**config.mk**
```make
export PLATFORM = sky130hd
export DESIGN_NAME = flash_access
export DESIGN_NICKNAME = d
export VERILOG_FILES = /design/src/flash_access_pkg.sv /design/src/flash_access.sv
export VERILOG_INCLUDE_DIRS = /design/src /design/src/src
export SDC_FILE = /design/constraint.sdc
export NUM_CORES = 1
export LEC_CHECK = 0
export BUFFER_PORTS_ARGS = -buffer_cell sky130_fd_sc_hd__buf_2
export CORE_MARGIN = 2
export CORE_UTILIZATION = 35
export DETAILED_ROUTE_END_ITERATION = 6
export PLACE_DENSITY = 0.85
export SLEW_MARGIN = 30
export SYNTH_ARGS = -nofsm -noshare
export SYNTH_HDL_FRONTEND = slang
export SYNTH_SLANG_ARGS = --single-unit
```
**constraint.sdc**
```tcl
create_clock -name clk_i -period 2.18 [get_ports clk_i]
set_clock_uncertainty 0.2 [all_clocks]
set_input_delay 0.218 -clock clk_i [delete_from_list [all_inputs] [get_ports clk_i]]
set_output_delay 0.218 -clock clk_i [all_outputs]
set_load 0.005 [all_outputs]
```
**src/flash_access_defs.svh**
```systemverilog
// Constants for the flash external access and sector protection block
// What this block does
// - Reset with mode pins all high enters programming
// - Programming mode routes flash core signals to pins
// - Pins issue full program and erase commands
// - CPU mode holds width select high
// - CPU mode strobes come from internal control
// - Sector bits apply only with global protect set
// - Bit zero protects its 8 KB sector
// - Decode 8 KB and 64 KB sector pairs
`ifndef FLASH_ACCESS_DEFS_SVH
`define FLASH_ACCESS_DEFS_SVH
`define MODE_PROG_STRAP      3'h7
`define SV_GLOBAL_PROT_BIT   17
`define SV_SECTOR_BITS       8
`define SMALL_SECT_BASE      22'h140000
`define SMALL_SECT_END       22'h150000
`define SMALL_SECT_SIZE_SH   14
`define BIG_SECT_BASE        22'h040000
`define BIG_SECT_SIZE_SH     17
`define BIG_SECT_END         22'h140000
`endif

```
**src/flash_access_pkg.sv**
```systemverilog
// Types for the flash external access block
package flash_access_pkg;
    typedef enum logic [1:0] {SEL_NONE, SEL_SMALL, SEL_BIG} sect_kind_t;
endpackage

```
**src/flash_access.sv**
```systemverilog
// Flash core access mux between CPU and parallel programming pins
`timescale 1ns/1ns
`include "flash_access_defs.svh"
module flash_access
    import flash_access_pkg::*;
#(
    parameter int ADDR_W = 22
)(
    input  wire logic              clk_i,
    input  wire logic              sys_rst_i,
    input  wire logic [2:0]        mode_select_pins_i,
    input  wire logic              cpu_we_n_i,
    input  wire logic              cpu_oe_n_i,
    input  wire logic              cpu_ce_n_i,
    input  wire logic [ADDR_W-1:0] cpu_addr_i,
    input  wire logic [15:0]       cpu_wdata_i,
    input  wire logic              cpu_core_rst_n_i,
    input  wire logic              flash_core_reset_n_i,
    input  wire logic              width_select_n_i,
    input  wire logic              flash_write_strobe_n_i,
    input  wire logic              flash_output_enable_n_i,
    input  wire logic              flash_chip_enable_n_i,
    input  wire logic [ADDR_W-1:0] pin_addr_i,
    input  wire logic [15:0]       pin_dq_i,
    input  wire logic [15:0]       core_rdata_i,
    input  wire logic              core_ready_i,
    input  wire logic [31:0]       security_vector_word_one_i,
    output logic                   prog_mode_o,
    output logic                   cpu_halt_o,
    output logic                   core_rst_n_o,
    output logic                   core_width_n_o,
    output logic                   core_we_n_o,
    output logic                   core_oe_n_o,
    output logic                   core_ce_n_o,
    output logic [ADDR_W-1:0]      core_addr_o,
    output logic [15:0]            core_wdata_o,
    output logic [15:0]            pin_dq_o,
    output logic                   pin_dq_oe_o,
    output logic                   flash_ready_busy_n_o,
    output logic                   flash_ctrl_ready_flag_o,
    output logic                   sector_protected_o,
    output logic                   write_blocked_o,
    output logic [1:0]             sector_kind_o,
    output logic [4:0]             sector_index_o
);
    logic              strap_q;
    logic              strap_d;
    logic [7:0]        prot_bits;
    logic [7:0]        prot_vec;
    logic              glob_prot;
    logic [ADDR_W-1:0] sel_addr;
    logic              sel_we_n;
    logic              sel_oe_n;
    logic              sel_ce_n;
    logic              sel_rst_n;
    logic              sel_width_n;
    logic [15:0]       sel_wdata;
    logic              in_small;
    logic              in_big;
    logic [2:0]        small_idx;
    logic [4:0]        big_idx;
    logic [4:0]        sect_idx;
    logic              prot_hit;
    logic              dq_drive;
    logic              busy_pin;
    logic              blocked;
    sect_kind_t        kind;
    logic              half_sel;

    // Strap is caught on the clock while reset is held
    assign strap_d = sys_rst_i ? (mode_select_pins_i == `MODE_PROG_STRAP) : strap_q;

    always_ff @(posedge clk_i)
    begin
        strap_q <= strap_d;
    end

    // Source selection between CPU and pins
    assign sel_addr    = strap_q ? pin_addr_i : cpu_addr_i;
    assign sel_we_n    = strap_q ? flash_write_strobe_n_i : cpu_we_n_i;
    assign sel_oe_n    = strap_q ? flash_output_enable_n_i : cpu_oe_n_i;
    assign sel_ce_n    = strap_q ? flash_chip_enable_n_i : cpu_ce_n_i;
    assign sel_rst_n   = strap_q ? flash_core_reset_n_i : cpu_core_rst_n_i;
    assign sel_width_n = strap_q ? width_select_n_i : 1'b1;
    assign sel_wdata   = strap_q ? pin_dq_i : cpu_wdata_i;

    // Sector decode; address bit one picks the half of a pair
    assign half_sel  = sel_addr[1];
    assign in_small  = (sel_addr >= `SMALL_SECT_BASE) && (sel_addr < `SMALL_SECT_END);
    assign in_big    = (sel_addr >= `BIG_SECT_BASE) && (sel_addr < `BIG_SECT_END);
    assign small_idx = {sel_addr[15:14], half_sel};
    assign big_idx   = 5'(5'd8 + {(sel_addr[ADDR_W-1:17] - 5'd2), 1'b0} + {4'h0, half_sel});
    assign sect_idx  = in_small ? {2'b00, small_idx} : (in_big ? big_idx : 5'h00);
    assign kind      = in_small ? SEL_SMALL : (in_big ? SEL_BIG : SEL_NONE);

    // Per-sector protection gated by the global bit
    assign glob_prot = security_vector_word_one_i[`SV_GLOBAL_PROT_BIT];
    assign prot_bits = security_vector_word_one_i[`SV_SECTOR_BITS-1:0];

    generate
        for (genvar g = 0; g < `SV_SECTOR_BITS; g++)
        begin : g_prot
            assign prot_vec[g] = glob_prot && !prot_bits[g] && (small_idx == 3'(g));
        end
    endgenerate

    assign prot_hit = in_small && (|prot_vec);
    assign blocked  = prot_hit && !sel_we_n;

    // Pin side drive and ready
    assign dq_drive = strap_q && !flash_output_enable_n_i && !flash_chip_enable_n_i;
    assign busy_pin = strap_q ? core_ready_i : 1'b1;

    // Mode outputs
    always_ff @(posedge clk_i)
    begin
        if (sys_rst_i)
        begin
            prog_mode_o <= 1'b0;
            cpu_halt_o  <= 1'b1;
        end
        else
        begin
            prog_mode_o <= strap_q;
            cpu_halt_o  <= strap_q;
        end
    end

    // Core strobes
    always_ff @(posedge clk_i)
    begin
        if (sys_rst_i)
        begin
            core_rst_n_o   <= 1'b0;
            core_width_n_o <= 1'b1;
            core_we_n_o    <= 1'b1;
            core_oe_n_o    <= 1'b1;
            core_ce_n_o    <= 1'b1;
        end
        else
        begin
            core_rst_n_o   <= sel_rst_n;
            core_width_n_o <= sel_width_n;
            core_we_n_o    <= sel_we_n | prot_hit;
            core_oe_n_o    <= sel_oe_n;
            core_ce_n_o    <= sel_ce_n;
        end
    end

    // Core address and write data
    always_ff @(posedge clk_i)
    begin
        if (sys_rst_i)
        begin
            core_addr_o  <= '0;
            core_wdata_o <= 16'h0000;
        end
        else
        begin
            core_addr_o  <= sel_addr;
            core_wdata_o <= sel_wdata;
        end
    end

    // Data pins back to the programmer
    always_ff @(posedge clk_i)
    begin
        if (sys_rst_i)
        begin
            pin_dq_o    <= 16'h0000;
            pin_dq_oe_o <= 1'b0;
        end
        else
        begin
            pin_dq_o    <= core_rdata_i;
            pin_dq_oe_o <= dq_drive;
        end
    end

    // Ready indications
    always_ff @(posedge clk_i)
    begin
        if (sys_rst_i)
        begin
            flash_ready_busy_n_o    <= 1'b1;
            flash_ctrl_ready_flag_o <= 1'b1;
        end
        else
        begin
            flash_ready_busy_n_o    <= busy_pin;
            flash_ctrl_ready_flag_o <= core_ready_i;
        end
    end

    // Protection and sector status
    always_ff @(posedge clk_i)
    begin
        if (sys_rst_i)
        begin
            sector_protected_o <= 1'b0;
            write_blocked_o    <= 1'b0;
            sector_kind_o      <= 2'h0;
            sector_index_o     <= 5'h00;
        end
        else
        begin
            sector_protected_o <= prot_hit;
            write_blocked_o    <= blocked;
            sector_kind_o      <= kind;
            sector_index_o     <= sect_idx;
        end
    end
endmodule

```
# Word level (Yosys, flattened, before mapping)
# Index checks and enable logic that the tools add are counted.
dict set report word_totals {
  reg_bits 74
  out_inout_bits 73
  wordCells 86
}
dict set report op_classes {
  n_addsub 3
  magnitude_cmp 4
  eq_ne 8
  muxes 10
  bitwise 3
  n_reduce_logical 38
}
# op count
set ops {}
lappend ops {{$lt 22x21->1 const B} 2}
lappend ops {{$ge 22x19->1 const B} 1}
lappend ops {{$ge 22x21->1 const B} 1}
lappend ops {{$logic_and 1x1->1} 22}
lappend ops {{$mux 22} 1}
lappend ops {{$mux 16} 1}
lappend ops {{$eq 3x3->1 const B} 5}
lappend ops {{$logic_not 1->1} 11}
lappend ops {{$reduce_or 8->1} 1}
lappend ops {{$eq 3x2->1 const B} 2}
lappend ops {{$mux 3} 2}
lappend ops {{$add 4x5->5 const A} 1}
lappend ops {{$add 5x1->5} 1}
lappend ops {{$mux 1} 5}
lappend ops {{$reduce_or 2->1} 2}
lappend ops {{$sub 4x2->4 const B} 1}
lappend ops {{$eq 3x1->1 const B} 1}
lappend ops {{$logic_not 3->1} 1}
lappend ops {{$reduce_or 3->1} 1}
lappend ops {{$mux 2} 1}
lappend ops {{$not 1->1} 2}
lappend ops {{$or 1x1->1} 1}

# Depth between registers and ports, before layout
dict set report logic_depth {
  word_depth 6
  depth_mapped 9
}

# Worst setup path after synthesis
# OpenSTA, ideal clock, no wires.
dict set report synth_timing {
  path_kind {register -> register}
  startpoint {register strap_q}
  endpoint {register sector_index_o[2]}
  setup_ns 0.131
  t_arrival_ns 2.024
  required_time_ns 1.849
  path_slack_ns -0.175
  path_stages_with_launch 10
  path_cell_list {edfxtp_1 > buf_6 > buf_6 > mux2i_1 > inv_1 > ha_1 > nor3b_1 > nor4b_2 > o21a_2 > o41ai_2}
}
dict set report synth_via {
  elab_chain_cells 6
}
# element line
set synth_lines {}
lappend synth_lines {{from (decl)} flash_access.sv:46} ;# logic strap_q;
lappend synth_lines {{from (signal assigned)} flash_access.sv:75} ;# strap_q <= strap_d;
lappend synth_lines {{$mux 22 *} flash_access.sv:79} ;# assign sel_addr = strap_q ? pin_addr_i : cpu_addr_i;
lappend synth_lines {{net sel_addr[18]} flash_access.sv:51} ;# logic [ADDR_W-1:0] sel_addr;
lappend synth_lines {{$sub 4x2->4} flash_access.sv:92} ;# assign big_idx = 5'(5'd8 + {(sel_addr[ADDR_W-1:17] - 5'd2), 1'b0} + {4'h0, half_sel});
lappend synth_lines {{$add 4x5->5} flash_access.sv:92}
lappend synth_lines {{$add 5x1->5} flash_access.sv:92}
lappend synth_lines {{$mux 3} flash_access.sv:93} ;# assign sect_idx = in_small ? {2'b00, small_idx} : (in_big ? big_idx : 5'h00);
lappend synth_lines {{$mux 3 *} flash_access.sv:93}
lappend synth_lines {{to (signal assigned)} flash_access.sv:210} ;# sector_index_o <= sect_idx;
lappend synth_lines {{to (decl)} flash_access.sv:44} ;# output logic [4:0] sector_index_o
# Mark *: on every way through the listed nets, which the timed path passes. The rest lies on a longest branch.
# A chain may end at the register's enable or synchronous reset.

# Worst setup path in the final report
dict set report layout_timing {
  startpoint {register strap_q}
  endpoint {register sector_index_o[3]}
}
dict set report layout_via {
  elab_chain_cells 5
}
# element line
set layout_lines {}
lappend layout_lines {{$mux 22 *} flash_access.sv:79}
lappend layout_lines {{branches (longest 4 deep; another with $add 4x5->5)} -}
# Every way passes the cells marked *.

==> flow_metrics.env <==
export IMPL_drt_iter0_drc=77
export IMPL_top_layer="met4"
export IMPL_postRouteWirelength_mm=10.2
export IMPL_initial_core_util_pct=35.7
export IMPL_critPathCaptureType="flip-flop"
export IMPL_fin_cells=659
export IMPL_rsz0062_at_grt="true"
export IMPL_core_area_um2=7650
export IMPL_dr_pass1_iters=4
export IMPL_drive_gt1_share_pct=48.7
export IMPL_yosys_top_cells_count="73 x dfxtp_1, 42 x nor2_1, 41 x mux2i_1, 21 x nor2b_1, 6 x clkbuf_1"
export IMPL_synth_seq_cells=74
export IMPL_grt_ovfl_total=0
export IMPL_maxCapViolations=0
export IMPL_cts_root_buf="clkbuf_8"
export IMPL_grt_pass1_wl_mm=15.3
export IMPL_hold_ws_ns=0.0124
export IMPL_synth_area_top_cells="dfxtp_1 54%, mux2i_1 15%, nor2_1 5.8%, nor2b_1 4.8%, nor3b_1 1.4%"
export IMPL_maxSlewHeadroom_pct=61.2
export IMPL_p_leak_nw=2.58
export IMPL_async_flop_share_pct=0
export IMPL_fillers=596
export IMPL_hpwl_mm=6.25
export IMPL_wl_per_cell_um=15.5
export IMPL_h_tree_depth=3
export IMPL_grt_pass1_vias=3250
export IMPL_crit_buf_inv=3
export IMPL_die_h_um=92.3
export IMPL_path_cells="buf_6 -> buf_12 -> mux2i_2 -> o211ai_1 -> a2111oi_4 -> buf_6 -> o21ai_4 -> nor4b_2"
export IMPL_cp_max_fo=11
export IMPL_netlist_instances=246
export IMPL_antenna_found_initial=0
export IMPL_clock_path_buffers=2
export IMPL_dpl_cell_area_um2=3920
export IMPL_synth_avg_cell_area_um2=11.1
export IMPL_max_freq_ghz=0.455
export IMPL_syn_to_final_growth_pct=92.5
export IMPL_wl_met3_um=642
export IMPL_nets=693
export IMPL_powerDensity_nw_per_um2=607
export IMPL_diodes=0
export IMPL_gp_congestion=0.791
export IMPL_post_drt_via_cell_ratio=4.64
export IMPL_clkLatencyLatePin_ns=0.34
export IMPL_grt_use_total_pct=23.2
export IMPL_hold_path_class="primary input to flip-flop"
export IMPL_status="finished, violations left"
export IMPL_yosysMostFrequentCell="dfxtp_1"
export IMPL_synth_top_area_share_pct=53.5
export IMPL_die_width_um=92.3
export IMPL_period_share_pct=101
export IMPL_dp_cells=545
export IMPL_tns_ns=-0.0440
export IMPL_startpoint_type="flip-flop"
export IMPL_synth_nets=387
export IMPL_ios=212
export IMPL_critPathKind="flip-flop to flip-flop"
export IMPL_synthFlopType="dfxtp_1"
export IMPL_postLayoutSetupSlackWorst_ns=-0.0189
export IMPL_worst_path_most_repeated_cell="buf_6"
export IMPL_synth_cell_types=40
export IMPL_tightestPinTransition_ns=0.582
export IMPL_finalSetupViolCount=3
export IMPL_ir_drop_mv=0.321
export IMPL_yosys_area_top_type="dfxtp_1"
export IMPL_seq_area_frac_synth_pct=54.6
export IMPL_final_area_um2=5260
export IMPL_die_area_um2=8530
export IMPL_portBuffers=188
export IMPL_wl_met1_mm=3.68
export IMPL_path_clk_slew_ns=0.08
export IMPL_wl_met2_mm=5.58
export IMPL_cts_sinks=74
export IMPL_final_max_slew_viol_count=0
export IMPL_yosysWarnings=0
export IMPL_synth_edf_count=1
export IMPL_grt_max_degree=32
export IMPL_synthesis_area_um2=2730
export IMPL_cts_made_buffers=9
export IMPL_rows=32
export IMPL_vias=3057
export IMPL_p_total_mw=3.19
export IMPL_violations="negative setup slack"
export IMPL_max_stage_delay_ns=0.39
export IMPL_worstPathRequired_ns=2.23
export IMPL_drc=0
export IMPL_path_delay_family="compound AO/OA/AOI/OAI gates"
export IMPL_min_period_ns=2.20
export IMPL_finalHoldViolations=0
export IMPL_cts_tree="built"
export IMPL_drt_antenna_violating_nets=0
export IMPL_arrival_ns=2.25
export IMPL_critPathSlowestCell="edfxtp_1"
[per-layer routing]
metal  vias up  GRT usage (%)
li1       1449              -
met1      1439           22.9
met2       136           44.3
met3        33           7.08
met4         0           9.70
met5         -              0
[worst register-to-register path, cell delays in order, from the launching register on]
cell	delay [ns]
edfxtp_1	0.39
buf_6	0.16
buf_12	0.15
mux2i_2	0.27
o211ai_1	0.18
a2111oi_4	0.23
buf_6	0.18
o21ai_4	0.09
nor4b_2	0.25
[path summary, 6_finish.rpt]
kind | startpoint | end | slack, ns | cells past startpoint
max | strap_q | sector_index_o[3] | -0.02 | 8
max reg2reg | strap_q | sector_index_o[3] | -0.02 | 8
min reg2reg | strap_q | flash_ready_busy_n_o | 0.60 | 3
min | mode_select_pins_i[0] | strap_q | 0.01 | 2
[cells by family (layout without fill, tap and decap cells)]
logic type	count (synthesis)	in the layout	synth area share (%)
muxes	44	44	16.8
AOI/OAI and AO/OA	15	15	5.54
adders and majority gates	2	2	0.916
DFF	74	74	54.6
buffers and inverters	17	328	3.07
and+or+nand+nor	92	92	18.5
xor gates and xnor gates	2	2	0.641
[state kept, by name, indices dropped and copies added (netlist names), 2 cells and up]
signal          cells
core_addr_o        22
core_wdata_o       16
pin_dq_o           16
sector_index_o      5
sector_kind_o       2
[cell type report]
cell class,instances,area (um2),area share (%)
well taps,102,128,2.43
flip-flops and latches,74,1490,28.4
clock buffers,11,141,2.69
repair buffers,308,2110,40.1
multi-input cells,155,1340,25.4
clock inverters,5,38.8,0.738
inverters,4,15.0,0.286
[timing repair]
item / 4_1_cts / 5_1_grt
hold endpoints to repair: 56 / 0
hold buffers: 87 / 0
resized for setup: 9 / 28
buffers inserted: 8 / 3
setup endpoints to repair: 8 / 27
pin swaps: 7 / 9
[placed cells by master, fill, tap and decap left out, types with 2 or more instances in the layout]
cell           instances
buf_2                188
buf_12                 2
mux2i_4                2
nor3_4                 2
nor4_1                 3
o211ai_1               2
o21ai_4                2
dlygate4sd3_1         87
clkinv_4               2
nand2_1                4
a211o_1                2
nor2_1                41
ha_2                   2
inv_1                  4
nor4_4                 2
clkbuf_8              10
or2_2                  2
mux2i_2                2
buf_4                 25
nor4b_4                2
nor2b_1               21
dfxtp_1               73
nor4b_2                2
nor3b_2                3
nor3_1                 2
mux2i_1               38
buf_6                  6
[through the flow]
step	worst slack [ns]	util [%]
2_1_floorplan	-0.0797	-
3_3_place_gp	-0.0490	51.2
3_5_place_dp	-0.116	51.2
4_1_cts	-0.129	66.4
5_1_grt	-0.180	68.8
6_report	-0.0189	68.8
[report_power, final]
| part | internal [mW] | switching [mW] |
|---|---|---|
| combinational | 0.442 | 0.310 |
| sequential | 1.44 | 0.0215 |
| clock | 0.451 | 0.529 |
| total | 2.33 | 0.860 |
Power figures use the tool's default switching activity.
